===== src/wake_cfg_consts.svh =====
`ifndef WAKE_CFG_CONSTS_SVH
`define WAKE_CFG_CONSTS_SVH

// ---------------------------------------------------------------
// register map
// ---------------------------------------------------------------
`define CFG_REG_OFFSET 8'h52
`define CFG_RESET_VALUE 8'h00
`define LED_MODE_MSB 7
`define LED_MODE_LSB 6
`define DRIVER_LOADED_BIT 5
`define WAKE_ACTIVE_BIT 4
`define MEM_MAPPED_BIT 3
`define RESERVED_MSB 2
`define RESERVED_LSB 0
`define RESERVED_VALUE 3'h0
`define LED_MODE_RESET 2'h0
`define OP_MODE_CFG_WE 2'h3

// ---------------------------------------------------------------
// timing
// ---------------------------------------------------------------
`define CLK_PERIOD_NS 5
`define WAKE_PULSE_MS 150
`define NS_PER_MS 1000000
`define WAKE_PULSE_CYCLES ((`WAKE_PULSE_MS * `NS_PER_MS) / `CLK_PERIOD_NS)
`define WAKE_CNT_WIDTH 25

`endif


===== src/wake_cfg_pkg.sv =====
`default_nettype none

package wake_cfg_pkg;

    // ---------------------------------------------------------------
    // wake pin output forms, coded {pulse_mode, active_mode}
    // ---------------------------------------------------------------
    typedef enum logic [1:0] {
        WF_ACTIVE_HIGH = 2'h0,
        WF_ACTIVE_LOW = 2'h1,
        WF_POS_PULSE = 2'h2,
        WF_NEG_PULSE = 2'h3
    } wake_form_t;

    typedef enum logic [1:0] {
        PS_IDLE = 2'h1,
        PS_PULSE = 2'h2
    } pulse_state_t;

    // ---------------------------------------------------------------
    // form decode
    // ---------------------------------------------------------------
    function automatic wake_form_t wake_form(input logic card_mode,
                                             input logic pulse_mode,
                                             input logic active_mode);
        wake_form_t f;
        f = WF_ACTIVE_HIGH;
        if (!card_mode) begin
            f = wake_form_t'({pulse_mode, active_mode});
        end
        return f;
    endfunction

endpackage

`default_nettype wire


===== src/wake_ctrl_if.sv =====
`timescale 1ns/1ps
`default_nettype none

interface wake_ctrl_if;
    logic wake_active_mode;
    logic wake_pulse_mode;
    logic card_mode;
    logic wake_event;
    logic wake_level;

    modport ctrl (
        output wake_active_mode,
        output wake_pulse_mode,
        output card_mode,
        output wake_event,
        input wake_level
    );

    modport gen (
        input wake_active_mode,
        input wake_pulse_mode,
        input card_mode,
        input wake_event,
        output wake_level
    );
endinterface

`default_nettype wire


===== src/wake_pin_driver.sv =====
`timescale 1ns/1ps
`default_nettype none
`include "wake_cfg_consts.svh"

module wake_pin_driver #(
    parameter int PULSE_CYCLES = `WAKE_PULSE_CYCLES,
    parameter int CNT_W = `WAKE_CNT_WIDTH
) (
    // clock and reset
    input wire logic clk_in,
    input wire logic arst_n_in,
    // settings and pin level
    wake_ctrl_if.gen wk
);

    wake_cfg_pkg::pulse_state_t state_reg, state_next;
    logic [CNT_W-1:0] cnt_reg, cnt_next;
    logic evt_d_reg, evt_d_next;
    logic level_reg, level_next;
    wake_cfg_pkg::wake_form_t form_c;
    logic is_pulse_c;
    logic rise_c;

    // ---------------------------------------------------------------
    // form select and pulse timer
    // ---------------------------------------------------------------
    always_comb begin
        form_c = wake_cfg_pkg::wake_form(wk.card_mode, wk.wake_pulse_mode,
                                         wk.wake_active_mode);
        is_pulse_c = wk.wake_pulse_mode && !wk.card_mode;
        rise_c = wk.wake_event && !evt_d_reg;
        evt_d_next = wk.wake_event;
        state_next = state_reg;
        cnt_next = cnt_reg;
        case (state_reg)
            wake_cfg_pkg::PS_IDLE: begin
                if (is_pulse_c && rise_c) begin
                    state_next = wake_cfg_pkg::PS_PULSE;
                    cnt_next = CNT_W'(PULSE_CYCLES - 1);
                end
            end
            wake_cfg_pkg::PS_PULSE: begin
                if (cnt_reg == '0) begin
                    state_next = wake_cfg_pkg::PS_IDLE;
                end else begin
                    cnt_next = cnt_reg - 1'b1;
                end
            end
            default: begin
                state_next = wake_cfg_pkg::PS_IDLE;
                cnt_next = '0;
            end
        endcase
        case (form_c)
            wake_cfg_pkg::WF_ACTIVE_HIGH: level_next = wk.wake_event;
            wake_cfg_pkg::WF_ACTIVE_LOW: level_next = !wk.wake_event;
            wake_cfg_pkg::WF_POS_PULSE:
                level_next = (state_next == wake_cfg_pkg::PS_PULSE);
            wake_cfg_pkg::WF_NEG_PULSE:
                level_next = (state_next != wake_cfg_pkg::PS_PULSE);
            default: level_next = wk.wake_event;
        endcase
    end

    always_ff @(posedge clk_in or negedge arst_n_in) begin
        if (!arst_n_in) begin
            state_reg <= wake_cfg_pkg::PS_IDLE;
            cnt_reg <= '0;
            evt_d_reg <= 1'b0;
            level_reg <= 1'b0;
        end else begin
            state_reg <= state_next;
            cnt_reg <= cnt_next;
            evt_d_reg <= evt_d_next;
            level_reg <= level_next;
        end
    end

    assign wk.wake_level = level_reg;
endmodule

`default_nettype wire


===== src/wake_and_driver_config_reg.sv =====
`timescale 1ns/1ps
`default_nettype none
`include "wake_cfg_consts.svh"

module wake_and_driver_config_reg #(
    parameter int PULSE_CYCLES = `WAKE_PULSE_CYCLES
) (
    // clock and reset
    input wire logic clk_in,
    input wire logic arst_n_in,
    // register access port
    input wire logic [7:0] reg_addr_in,
    input wire logic reg_wr_in,
    input wire logic reg_rd_in,
    input wire logic [7:0] reg_wdata_in,
    output logic [7:0] reg_rdata_out,
    // operating mode select field
    input wire logic op_mode_select_high_in,
    input wire logic op_mode_select_low_in,
    // pci command register write of enable bits
    input wire logic pci_cmd_enable_wr_in,
    // eeprom auto-load
    input wire logic eeprom_load_in,
    input wire logic [1:0] eeprom_led_mode_in,
    // other device state
    input wire logic memory_space_mapped_in,
    input wire logic wake_pulse_mode_in,
    input wire logic card_mode_in,
    input wire logic wake_event_in,
    // outputs
    output logic [1:0] led_mode_select_out,
    output logic driver_loaded_flag_out,
    output logic wake_active_mode_out,
    output logic wake_output_pin_out
);

    // ---------------------------------------------------------------
    // register state
    // ---------------------------------------------------------------
    logic [1:0] led_reg, led_next;
    logic drv_reg, drv_next;
    logic act_reg, act_next;
    logic [7:0] rdata_reg, rdata_next;
    logic hit_c;
    logic cfg_we_c;
    logic wr_ok_c;
    logic [7:0] view_c;

    wake_ctrl_if wk ();

    // ---------------------------------------------------------------
    // decode
    // ---------------------------------------------------------------
    function automatic logic addr_hit(input logic [7:0] addr);
        return addr == `CFG_REG_OFFSET;
    endfunction

    always_comb begin
        hit_c = addr_hit(reg_addr_in);
        cfg_we_c = {op_mode_select_high_in, op_mode_select_low_in}
                   == `OP_MODE_CFG_WE;
        wr_ok_c = reg_wr_in && hit_c && cfg_we_c;
        view_c = `CFG_RESET_VALUE;
        view_c[`LED_MODE_MSB:`LED_MODE_LSB] = led_reg;
        view_c[`DRIVER_LOADED_BIT] = drv_reg;
        view_c[`WAKE_ACTIVE_BIT] = act_reg;
        view_c[`MEM_MAPPED_BIT] = memory_space_mapped_in;
        view_c[`RESERVED_MSB:`RESERVED_LSB] = `RESERVED_VALUE;
    end

    // ---------------------------------------------------------------
    // writable fields
    // ---------------------------------------------------------------
    always_comb begin
        led_next = led_reg;
        drv_next = drv_reg;
        act_next = act_reg;
        if (wr_ok_c) begin
            led_next = reg_wdata_in[`LED_MODE_MSB:`LED_MODE_LSB];
            drv_next = reg_wdata_in[`DRIVER_LOADED_BIT];
            act_next = reg_wdata_in[`WAKE_ACTIVE_BIT];
        end
        if (eeprom_load_in) begin
            led_next = eeprom_led_mode_in;
        end
        if (pci_cmd_enable_wr_in) begin
            drv_next = 1'b0;
        end
    end

    always_ff @(posedge clk_in or negedge arst_n_in) begin
        if (!arst_n_in) begin
            led_reg <= `LED_MODE_RESET;
            drv_reg <= 1'b0;
            act_reg <= 1'b0;
        end else begin
            led_reg <= led_next;
            drv_reg <= drv_next;
            act_reg <= act_next;
        end
    end

    // ---------------------------------------------------------------
    // read path
    // ---------------------------------------------------------------
    always_comb begin
        rdata_next = 8'h00;
        if (reg_rd_in && hit_c) begin
            rdata_next = view_c;
        end
    end

    always_ff @(posedge clk_in or negedge arst_n_in) begin
        if (!arst_n_in) begin
            rdata_reg <= 8'h00;
        end else begin
            rdata_reg <= rdata_next;
        end
    end

    // ---------------------------------------------------------------
    // wake pin
    // ---------------------------------------------------------------
    assign wk.wake_active_mode = act_reg;
    assign wk.wake_pulse_mode = wake_pulse_mode_in;
    assign wk.card_mode = card_mode_in;
    assign wk.wake_event = wake_event_in;

    wake_pin_driver #(
        .PULSE_CYCLES(PULSE_CYCLES)
    ) u_wake (
        .clk_in(clk_in),
        .arst_n_in(arst_n_in),
        .wk(wk.gen)
    );

    // ---------------------------------------------------------------
    // outputs
    // ---------------------------------------------------------------
    assign reg_rdata_out = rdata_reg;
    assign led_mode_select_out = led_reg;
    assign driver_loaded_flag_out = drv_reg;
    assign wake_active_mode_out = act_reg;
    assign wake_output_pin_out = wk.wake_level;
endmodule

`default_nettype wire


===== config.mk =====
export PLATFORM = sky130hd
export DESIGN_NAME = wake_and_driver_config_reg
export DESIGN_NICKNAME = d
export VERILOG_FILES = /design/src/wake_cfg_pkg.sv /design/src/wake_ctrl_if.sv /design/src/wake_pin_driver.sv /design/src/wake_and_driver_config_reg.sv
export VERILOG_INCLUDE_DIRS = /design/src
export SDC_FILE = /design/constraint.sdc
export NUM_CORES = 1
export LEC_CHECK = 0
export ABC_AREA = 1
export BUFFER_PORTS_ARGS = -buffer_cell sky130_fd_sc_hd__buf_4
export CORE_MARGIN = 5
export CORE_UTILIZATION = 50
export DETAILED_ROUTE_END_ITERATION = 8
export PLACE_DENSITY = 0.78
export SYNTH_ARGS = -nofsm -noshare
export SYNTH_HDL_FRONTEND = slang
export SYNTH_SLANG_ARGS = --single-unit

===== constraint.sdc =====
create_clock -name clk_in -period 1.92 [get_ports clk_in]
set_clock_uncertainty 0.05 [all_clocks]
set_input_delay 0.096 -clock clk_in [delete_from_list [all_inputs] [get_ports clk_in]]
set_output_delay 0.096 -clock clk_in [all_outputs]
set_load 0.05 [all_outputs]

== Word-level counts from Yosys, hierarchy flattened ==
Cells that the tools add are included.

* Output and inout port bits: 13
* Bits in writable memories: 0
* Memory bits (read-only): 0
* Flip-flop bits (word level): 41
* Word-level logic and storage cells: 47
* Memories: 0
* Input bits: 30
* Bits in latches: 0

* Equality and inequality tests: 11
* Shifts and indexed selects: 0
* Muxes and demuxes: 13
* Add/subtract/negate cells: 1
* $lt $le $gt $ge: 0
* Div/mod/pow operators: 0
* Bitwise logic cells: 0
* Reduce and logical (&&, ||, !) cells: 14
* $mul: 0

{| class="wikitable"
|+ Operators by type and width
! operator !! number
|-
| 2-to-1 mux 25 bit || 2
|-
| one-hot mux 25 bit (2 select lines) || 1
|-
| zero test 25 bit || 1
|-
| subtractor 25 x 1 -> 25 bit, second input constant || 1
|-
| == test 2 bit, second input constant || 5
|-
| 2-to-1 mux 2 bit || 5
|-
| == test 8 x 7 -> 1 bit, second input constant || 1
|-
| 2-to-1 mux 8 bit || 1
|-
| logical AND 1 bit || 6
|-
| == test 2 x 1 -> 1 bit, second input constant || 2
|-
| inequality test 2 bit, second input constant || 2
|-
| one-hot mux 1 bit (4 select lines) || 1
|-
| one-hot mux 2 bit (2 select lines) || 1
|-
| nonzero test 2 bit || 2
|-
| zero test 1 bit || 3
|-
| zero test 2 bit || 1
|-
| 2-to-1 mux 1 bit || 2
|-
| inequality test 2 x 1 -> 1 bit, second input constant || 1
|-
| AND reduction 2 bit || 1
|}

== Longest topological paths before layout ==
Gate-level depths: netlist of run 1.

* Depth in word-level cells: 7
* Depth in mapped cells: 14
* Gate-level depth less buffers: 13

== Cells and area by module ==
Synthesis of run 1 repeated with hierarchy kept, for this count alone.

* Cells, all modules: 334
* Area, all modules: 2,464.9 µm²

{| class="wikitable"
|+ Modules (own cells, without submodules)
! module !! instances !! area an instance (µm²) !! cells an instance !! sequential area each (µm²)
|-
| wake_pin_driver || 1 || 1,971.9 || 265 || 726.9
|-
| wake_and_driver_config_reg || 1 || 493.0 || 69 || 225.2
|}

== Least setup slack after synthesis of run 1 ==
No wires, ideal clock.

* Kind: reg2reg
* Start point: reg u_wake.cnt_reg[0]
* End point: reg u_wake.cnt_reg[1]
* Data arrival time: 1.636 ns
* Stages on the path, launching flop included: 14
* Setup slack: 0.115 ns
* Data required time: 1.751 ns
* Setup time: 0.119 ns
* Path buffers: 2
* Period minus slack after synthesis: 1.805 ns
* Path through: dfrtp_1 > inv_1 > ha_1 > nand2_1 > nor2_2 > nand3_2 > nor2_4 > nand2_2 > nand2_2 > buf_6 > inv_2 > buf_6 > nand3_1 > o21ai_2

* Word-level cells in the longest chain between the ends: 3
* Elaborated cells between the ends (all ways): 6
* Those cells by class: add/sub: 1; eq/ne: 1; mux: 2; reduce/logical: 2

{| class="wikitable"
|+ Ends and longest elaborated chain
! what !! line !! source
|-
| from (decl) || wake_pin_driver.sv:17 || <nowiki>logic [CNT_W-1:0] cnt_reg, cnt_next;</nowiki>
|-
| from (signal assigned) || wake_pin_driver.sv:73 || <nowiki>cnt_reg <= cnt_next;</nowiki>
|-
| subtractor 25 x 1 -> 25 bit / zero test 25 bit (equally long branches) || wake_pin_driver.sv:46, wake_pin_driver.sv:43 ||
|-
| 2-to-1 mux 25 bit / inequality test 2 bit (equally long branches) || n/a ||
|-
| one-hot mux 25 bit (2 select lines) / AND reduction 2 bit (equally long branches) || n/a ||
|}

Parallel ways exist; a longest one is shown, timed or not. The select of a mux whose other input is x is not followed.
A chain may end at the register's enable or synchronous reset.

== Final worst setup path of run 1 ==
* Start point: reg u_wake.cnt_reg[13]
* End point: reg u_wake.cnt_reg[2]

* Word-level cells in the longest chain between the ends: 3

{| class="wikitable"
|+ Ends and longest elaborated chain
! what !! line !! source
|-
| zero test 25 bit || wake_pin_driver.sv:43 || <nowiki>if (cnt_reg == '0) begin</nowiki>
|-
| inequality test 2 bit (no line) || n/a ||
|-
| AND reduction 2 bit (no line) || n/a ||
|}

Every way passes these cells.

==> impl_metrics.env, run 1 <==
export IMPL_power_sequential_fraction_pct=24.5
export IMPL_hold_viol=0
export IMPL_mean_routed_wirelength_per_cell_um=15.5
export IMPL_global_route_wire_length_before_repair_um=11200
export IMPL_synth_fa_ha_area_share_pct=1.62
export IMPL_yosys_cell_types_count=34
export IMPL_tritoncts="done"
export IMPL_power_net_switching_mw=2.10
export IMPL_crit_path_top_delay_cell="sky130_fd_sc_hd__dfrtp_1"
export IMPL_port_buffers=35
export IMPL_die_area_um2=6100
export IMPL_final_period_utilization_pct=98.5
export IMPL_worst_endpoint_arrival_ns=2.06
export IMPL_run_status="finished, final reports clean"
export IMPL_power_after_layout_mw=4.71
export IMPL_ranking_of_synthesized_cells_by_instance_count="sky130_fd_sc_hd__nand2_1, sky130_fd_sc_hd__nor2_1, sky130_fd_sc_hd__inv_1, sky130_fd_sc_hd__dfrtp_1, sky130_fd_sc_hd__nand3_1"
export IMPL_post_route_worst_setup_slack_ns=0.0287
export IMPL_drc=0
export IMPL_grt_antenna_before_repair=0
export IMPL_dominant_combinational_cell_family_by_area_after_synthesis="simple AND/OR/NAND/NOR gates"
export IMPL_floorplan_rows=24
export IMPL_setup_viol=0
export IMPL_placed_cells_incl_taps=428
export IMPL_yosys_area_top_type="sky130_fd_sc_hd__dfrtp_1"
export IMPL_post_synth_top_count_cell="sky130_fd_sc_hd__nand2_1"
export IMPL_critical_path_required_ns=2.09
export IMPL_cts_root_buffer_cell="sky130_fd_sc_hd__clkbuf_8"
export IMPL_crit_path_max_incr_delay_ns=0.40
export IMPL_holdCritPathClass="input port to flop"
export IMPL_maximum_vdd_drop_mv=0.706
export IMPL_multiplexer_share_of_the_synthesized_area_pct=0
export IMPL_finish_utilization_pct=74.9
export IMPL_synth_area_per_cell_um2=7.46
export IMPL_largest_register_ff_count=25
export IMPL_io_pins=43
export IMPL_synth_seq_cells=38
export IMPL_endpoint_kind="flop"
export IMPL_post_synth_inst_count=311
export IMPL_ys_dominant_reg_cell="sky130_fd_sc_hd__dfrtp_1"
export IMPL_p_comb_share_pct=63.0
export IMPL_grt_use_total_pct=22.8
export IMPL_fin_area_um2=3310
export IMPL_core_area_um2=4410
export IMPL_series_of_cell_instances_along_the_critical_path="nor2_2 -> nand2_2 -> nor2_2 -> nand2_2 -> nor2_4 -> nand2_2 -> nand2_4 -> buf_12 -> inv_6 -> buf_12 -> o211ai_2"
export IMPL_synth_simple_gate_area_share_pct=32.7
export IMPL_critPathLaunchType="flop"
export IMPL_routability_congestion_estimate_from_global_placement=0.868
export IMPL_internal_power_mw=2.62
export IMPL_grt_remaining_overflow=0
export IMPL_insertion_delay_ns=0.30
export IMPL_drive_gt1_share_pct=34.5
export IMPL_placedInstanceArea_um2=2870
export IMPL_cap_viol_max_count=0
export IMPL_ys_top_cells_by_area="sky130_fd_sc_hd__dfrtp_1, sky130_fd_sc_hd__nand2_1, sky130_fd_sc_hd__nor2_1"
export IMPL_post_place_ws_ns=-0.441
export IMPL_synth_async_reset_ratio_pct=100
export IMPL_pwr_per_cell_area_nw_per_um2=1430
export IMPL_timing_critical_path_fanout_max=7
export IMPL_time_the_final_worst_path_needs_with_i_o_delays_and_setup_ns=1.89
export IMPL_seq_area_frac_synth_pct=41.0
export IMPL_pin_count_of_the_biggest_net_entering_global_routing=39
export IMPL_switching_share_pct=44.4
export IMPL_timing_critical_path_mode_cell="sky130_fd_sc_hd__nand2_2"
export IMPL_maxSlewViolCount=0
export IMPL_tritoncts_num_sinks=38
export IMPL_dr_total_vias=2493
export IMPL_vias_in_the_first_global_route=2461
export IMPL_timing_setup_critical_path_class="flop to flop"
export IMPL_die_w_um=78.1
export IMPL_syn_warnings=0
export IMPL_dr_pass1_iters=5
export IMPL_max_clock_freq_mhz=529
export IMPL_design_final_nets=435
export IMPL_initial_utilization_pct=52.6
export IMPL_clk_pin_slew_ns=0.08
export IMPL_dr_first_iter_drc_count=202
export IMPL_detailed_place_hpwl_um=4380
export IMPL_static_leakage_power_nw=1.66
export IMPL_instances_no_fill=455
export IMPL_netlist_area_leader_share_pct=39.9
export IMPL_power_clock_fraction_pct=12.5
export IMPL_avgViaCountPerCell=5.48
export IMPL_wl_um=7050
export IMPL_synth_edff_count=0
export IMPL_synthXorXnorAreaFrac_pct=3.40
export IMPL_syn_cell_area_um2=2320
export IMPL_syn_to_final_growth_pct=42.5
export IMPL_n_antenna_cell=0
export IMPL_numCtsBuffers=5
export IMPL_num_fill_cells=315
export IMPL_clockBufferDepth=2
export IMPL_share_of_the_synthesized_area_in_compound_gates_ao_oa_aoi_oai_pct=11.0
export IMPL_htree_levels=2
export IMPL_die_height_um=78.1
export IMPL_ant_nets=0
==> per-layer routing <==
| metal | share of wire [%] | global-route usage (%) | wire length (um) |
|---|---|---|---|
| met1 | 37 | 26.1 | 2620 |
| met2 | 50 | 38.4 | 3500 |
| met3 | 9.0 | 7.32 | 632 |
| met4 | 4.2 | 10.8 | 298 |
| met5 | 0 | 0 | 0 |
==> metrics by stage <==
stage          setup TNS [ns]  hold slack, ns
4_1_cts                     0          0.0255
5_1_grt                -0.366          0.0541
3_5_place_dp            -5.11          0.0504
3_3_place_gp            -3.76          0.0444
2_1_floorplan               0          -0.250
6_report                    0          0.0309
==> timing repair <==
action                                  CTS  global route
endpoints found under the setup margin   20            23
cloned                                    1             1
buffers inserted                          0             8
hold buffers                              9             0
endpoints found under the hold margin    43             0
resized for setup                         6            32
pin swaps                                 0            11
==> power by group through the flow <==
stage	registers, mW	logic [mW]	clock network [mW]
floorplan	1.18	1.42	0
global placement	1.14	2.21	0
detailed placement	1.15	2.28	0
CTS	1.13	2.47	0.596
global route	1.17	3.23	0.642
finish	1.16	2.97	0.590
==> cell families after synthesis <==
| group | Yosys count |
|---|---|
| other | 1 |
| and+or+nand+nor | 169 |
| DFF | 38 |
| AOI/OAI and AO/OA | 39 |
| adders and majority gates | 3 |
| buffers and inverters | 52 |
| xor gates and xnor gates | 9 |
==> critical path: cells and delay by family (launching register included) <==
family / cells / cell delay (ns)
simple gates: 7 / 0.87
compound gates: 1 / 0.16
buf+inv: 3 / 0.33
flops: 1 / 0.40
==> cell usage in the layout (no fill, tap or decap), types with 5 or more instances in the layout <==
master                          synthesis  layout
sky130_fd_sc_hd__buf_4                  4      75
sky130_fd_sc_hd__nand2_1               61      57
sky130_fd_sc_hd__nor2_1                52      41
sky130_fd_sc_hd__dfrtp_1               37      37
sky130_fd_sc_hd__inv_1                 39      36
sky130_fd_sc_hd__nand3_1               23      21
sky130_fd_sc_hd__o21ai_0               14      13
sky130_fd_sc_hd__nor2_2                 4      12
sky130_fd_sc_hd__nand4_1                9       9
sky130_fd_sc_hd__dlygate4sd3_1          0       9
sky130_fd_sc_hd__a21oi_1                9       8
sky130_fd_sc_hd__inv_2                  4       6
sky130_fd_sc_hd__nand2_2                4       6
sky130_fd_sc_hd__xor2_1                 6       6
sky130_fd_sc_hd__clkbuf_8               0       6
sky130_fd_sc_hd__nor2_4                 2       5
sky130_fd_sc_hd__o21ai_2                5       5
sky130_fd_sc_hd__nor3_1                 5       5
sky130_fd_sc_hd__o211ai_1               5       5
==> area by class of cell <==
| cell class | instances | area, um^2 | share of cell area, % |
|---|---|---|---|
| flip-flops and latches | 38 | 952 | 28.8 |
| repair buffers | 91 | 793 | 24.0 |
| clock inverters | 1 | 5.00 | 0.151 |
| inverters | 43 | 166 | 5.03 |
| clock buffers | 7 | 86.3 | 2.61 |
| well taps | 52 | 65.1 | 1.97 |
| multi-input cells | 223 | 1240 | 37.5 |
==> worst paths after layout <==
check / from / end / slack (ns) / cells past startpoint
min: reg_wdata_in[5] / driver_loaded_flag_out / 0.03 / 3
max: u_wake.cnt_reg[13] / u_wake.cnt_reg[2] / 0.03 / 11
max reg2reg: u_wake.cnt_reg[13] / u_wake.cnt_reg[2] / 0.03 / 11
min in group asynchronous: arst_n_in / reg_rdata_out[3] / 0.25 / 2
max in group asynchronous: arst_n_in / u_wake.state_reg[0] / 1.20 / 2
min reg2reg: led_mode_select_out[1] / reg_rdata_out[7] / 0.47 / 2
Power figures use the tool's default switching activity.
==> run 2: changes to the inputs <==
--- a/config.mk
+++ b/config.mk
@@ -9,9 +9,10 @@
 export ABC_AREA = 1
 export BUFFER_PORTS_ARGS = -buffer_cell sky130_fd_sc_hd__buf_4
 export CORE_MARGIN = 5
-export CORE_UTILIZATION = 50
+export CORE_UTILIZATION = 51
 export DETAILED_ROUTE_END_ITERATION = 8
-export PLACE_DENSITY = 0.78
+export PLACE_DENSITY = 0.79
 export SYNTH_ARGS = -nofsm -noshare
 export SYNTH_HDL_FRONTEND = slang
+export SYNTH_HIERARCHICAL = 1
 export SYNTH_SLANG_ARGS = --single-unit
==> run 2 against run 1 <==
- non-clock buffer count down 28
- die area up 3.6%
- area after synthesis increased by 6.2%
- via count is 3.5% lower
- synthesized cell count is 7.4% higher
- core utilization shrank 7.2 points
- fmax up 3.6%
- cell area is 3.3% lower
- routed wire length is 14% lower
- register-to-register slack improved by 0.07 ns
==> impl_metrics.env, run 2 <==
export IMPL_die_height_um=79.5
export IMPL_maxSlewViolCount=0
export IMPL_port_buffers=35
export IMPL_htree_levels=2
export IMPL_wl_um=6040
export IMPL_static_leakage_power_nw=1.62
export IMPL_layout_cells_most_common="sky130_fd_sc_hd__nand2_1"
export IMPL_tritoncts="done"
export IMPL_clockBufferDepth=2
export IMPL_crit_path_top_delay_cell="sky130_fd_sc_hd__dfrtp_1"
export IMPL_placed_cells_incl_taps=449
export IMPL_tritoncts_num_sinks=38
export IMPL_grt_remaining_overflow=0
export IMPL_depth_of_the_worst_register_to_register_path=11
export IMPL_crit_path_max_incr_delay_ns=0.42
export IMPL_pin_count_of_the_biggest_net_entering_global_routing=39
export IMPL_ys_dominant_reg_cell="sky130_fd_sc_hd__dfrtp_1"
export IMPL_netlist_area_leader_share_pct=37.6
export IMPL_cap_viol_max_count=0
export IMPL_yosys_area_top_type="sky130_fd_sc_hd__dfrtp_1"
export IMPL_ant_nets=0
export IMPL_grt_use_total_pct=19.6
export IMPL_syn_warnings=6
export IMPL_worst_endpoint_arrival_ns=1.95
export IMPL_die_w_um=79.5
export IMPL_endpoint_kind="flop"
export IMPL_setup_viol=0
export IMPL_pwr_per_cell_area_nw_per_um2=1380
export IMPL_vias_in_the_first_global_route=2321
export IMPL_num_fill_cells=376
export IMPL_synth_async_reset_ratio_pct=100
export IMPL_hold_viol=0
export IMPL_maximum_vdd_drop_mv=0.548
export IMPL_global_route_wire_length_before_repair_um=9990
export IMPL_timing_setup_critical_path_class="flop to flop"
export IMPL_finish_utilization_pct=67.7
export IMPL_critical_path_required_ns=2.05
export IMPL_routability_congestion_estimate_from_global_placement=0.839
export IMPL_timing_reg2reg_setup_slack_ns=0.09
export IMPL_hold_path_end="reg_rdata_out[4]"
export IMPL_worst_path_dominant_cell_family="simple AND/OR/NAND/NOR gates"
export IMPL_numCtsBuffers=5
export IMPL_instances_no_fill=467
export IMPL_final_period_utilization_pct=95.1
export IMPL_synth_edff_count=0
export IMPL_dr_pass1_iters=4
export IMPL_worst_reg2reg_endpoint="u_wake/cnt_reg[21]"
export IMPL_drc=0
export IMPL_hold_path_depth=3
export IMPL_series_of_cell_instances_along_the_critical_path="nor2_2 -> nand2_1 -> nor2_4 -> nand2_2 -> nor2_4 -> nand2_4 -> nand2_8 -> buf_12 -> nor2_2 -> xnor2_1 -> nor2_1"
export IMPL_detailed_place_hpwl_um=4310
export IMPL_dr_total_vias=2405
export IMPL_drive_gt1_share_pct=28.0
export IMPL_n_antenna_cell=0
export IMPL_largest_register_ff_count=25
export IMPL_run_status="finished, final reports clean"
export IMPL_seq_area_frac_synth_pct=38.6
export IMPL_timing_critical_path_fanout_max=7
export IMPL_holdCritStartpoint="reg_rd_in"
export IMPL_time_the_final_worst_path_needs_with_i_o_delays_and_setup_ns=1.83
export IMPL_rr_startpoint="u_wake/cnt_reg[14]"
export IMPL_synth_seq_cells=38
export IMPL_design_final_nets=432
export IMPL_holdCritPathClass="input port to flop"
export IMPL_insertion_delay_ns=0.30
export IMPL_syn_cell_area_um2=2460
export IMPL_mean_routed_wirelength_per_cell_um=12.9
export IMPL_avgViaCountPerCell=5.15
export IMPL_ys_top_cells_by_area="sky130_fd_sc_hd__dfrtp_1, sky130_fd_sc_hd__nand2_1, sky130_fd_sc_hd__inv_1"
export IMPL_power_after_layout_mw=4.40
export IMPL_die_area_um2=6320
export IMPL_ranking_of_synthesized_cells_by_instance_count="sky130_fd_sc_hd__nand2_1, sky130_fd_sc_hd__inv_1, sky130_fd_sc_hd__nor2_1, sky130_fd_sc_hd__dfrtp_1, sky130_fd_sc_hd__nand3_1"
export IMPL_core_area_um2=4720
export IMPL_cts_root_buffer_cell="sky130_fd_sc_hd__clkbuf_8"
export IMPL_yosys_cell_types_count=35
export IMPL_layout_common_cells="sky130_fd_sc_hd__nand2_1, sky130_fd_sc_hd__buf_4, sky130_fd_sc_hd__inv_1"
export IMPL_max_clock_freq_mhz=548
export IMPL_critPathLaunchType="flop"
export IMPL_syn_to_final_growth_pct=29.8
export IMPL_dr_first_iter_drc_count=203
export IMPL_grt_antenna_before_repair=0
export IMPL_post_synth_top_count_cell="sky130_fd_sc_hd__nand2_1"
export IMPL_initial_utilization_pct=52.2
export IMPL_post_synth_inst_count=334
export IMPL_setup_tns_ns=0
export IMPL_clk_pin_slew_ns=0.08
export IMPL_setup_repair_after_global_routing_missed_its_margin="true"
export IMPL_critical_path_buf_inv_count=1
export IMPL_io_pins=43
export IMPL_synth_area_per_cell_um2=7.38
export IMPL_floorplan_rows=25
## run 2: how the worst max path moves through the flow
| stage | start | to | slack [ns] | cells past startpoint |
|---|---|---|---|---|
| 2_1_floorplan | u_wake/state_reg[0] | u_wake/wk.wake_level | 0.16 | 11 |
| 3_3_place_gp | u_wake/cnt_reg[0] | u_wake/cnt_reg[14] | 0.06 | 13 |
| 3_5_place_dp | u_wake/cnt_reg[0] | u_wake/cnt_reg[15] | 0.02 | 13 |
| 4_1_cts | u_wake/cnt_reg[0] | u_wake/cnt_reg[21] | 0.04 | 12 |
| 5_1_grt | u_wake/cnt_reg[0] | u_wake/cnt_reg[20] | -0.06 | 10 |
| 6_report | u_wake/cnt_reg[14] | u_wake/cnt_reg[21] | 0.09 | 11 |
## run 2: cell type report
class / count / area [um^2] / area share [%]
repair buffers: 63 / 515 / 16.1
inverters: 50 / 190 / 5.94
multi-input cells: 241 / 1320 / 41.3
well taps: 67 / 83.8 / 2.62
clock inverters: 3 / 68.8 / 2.15
clock buffers: 5 / 68.8 / 2.15
flip-flops and latches: 38 / 952 / 29.8
## run 2: where the power goes
part / switching (mW) / internal, mW
Combinational: 1.43 / 0.939
Sequential: 0.194 / 1.01
Clock: 0.307 / 0.521
## run 2: tightest hold or removal path, cell delays in order
cell                      delay, ns
sky130_fd_sc_hd__buf_4         0.08
sky130_fd_sc_hd__nand2_2       0.07
sky130_fd_sc_hd__nor2_1        0.08
## run 2: metal layers
metal	part of all wire (%)	GRT usage, %	vias to the layer above
li1	-	-	1185
met1	40	22.7	1120
met2	51	35.5	86
met3	6.7	4.74	14
met4	2.1	5.84	0
met5	0	0	-
## run 2: timing repair
action                                  CTS  global route
endpoints found under the hold margin    41             0
endpoints found under the setup margin    2            25
hold buffers                              5             0
gates cloned                              0             1
gates resized for setup                   0            17
pin swaps                                 0             5
setup buffers                             2             2
## run 2: metrics by stage
stage	setup WS, ns	instance area (um^2)	hold WS [ns]
after global placement	0.0610	2890	0.0415
after detailed placement	0.0161	2890	0.0399
after global routing	-0.0643	3200	0.0320
after floorplan	0.157	2470	-0.250
after CTS	0.0366	3110	0.0202
final	0.0942	3200	0.0199
## run 2: cells by family after synthesis
family | count (synthesis) | synth area share, %
AND/OR/NAND/NOR | 195 | 39.2
buffers and inverters | 57 | 10.2
flip-flops | 38 | 38.6
AO/OA/AOI/OAI | 31 | 7.06
XOR/XNOR | 9 | 3.20
adder cells (fa/ha/maj) | 3 | 1.52
other | 1 | 0.152
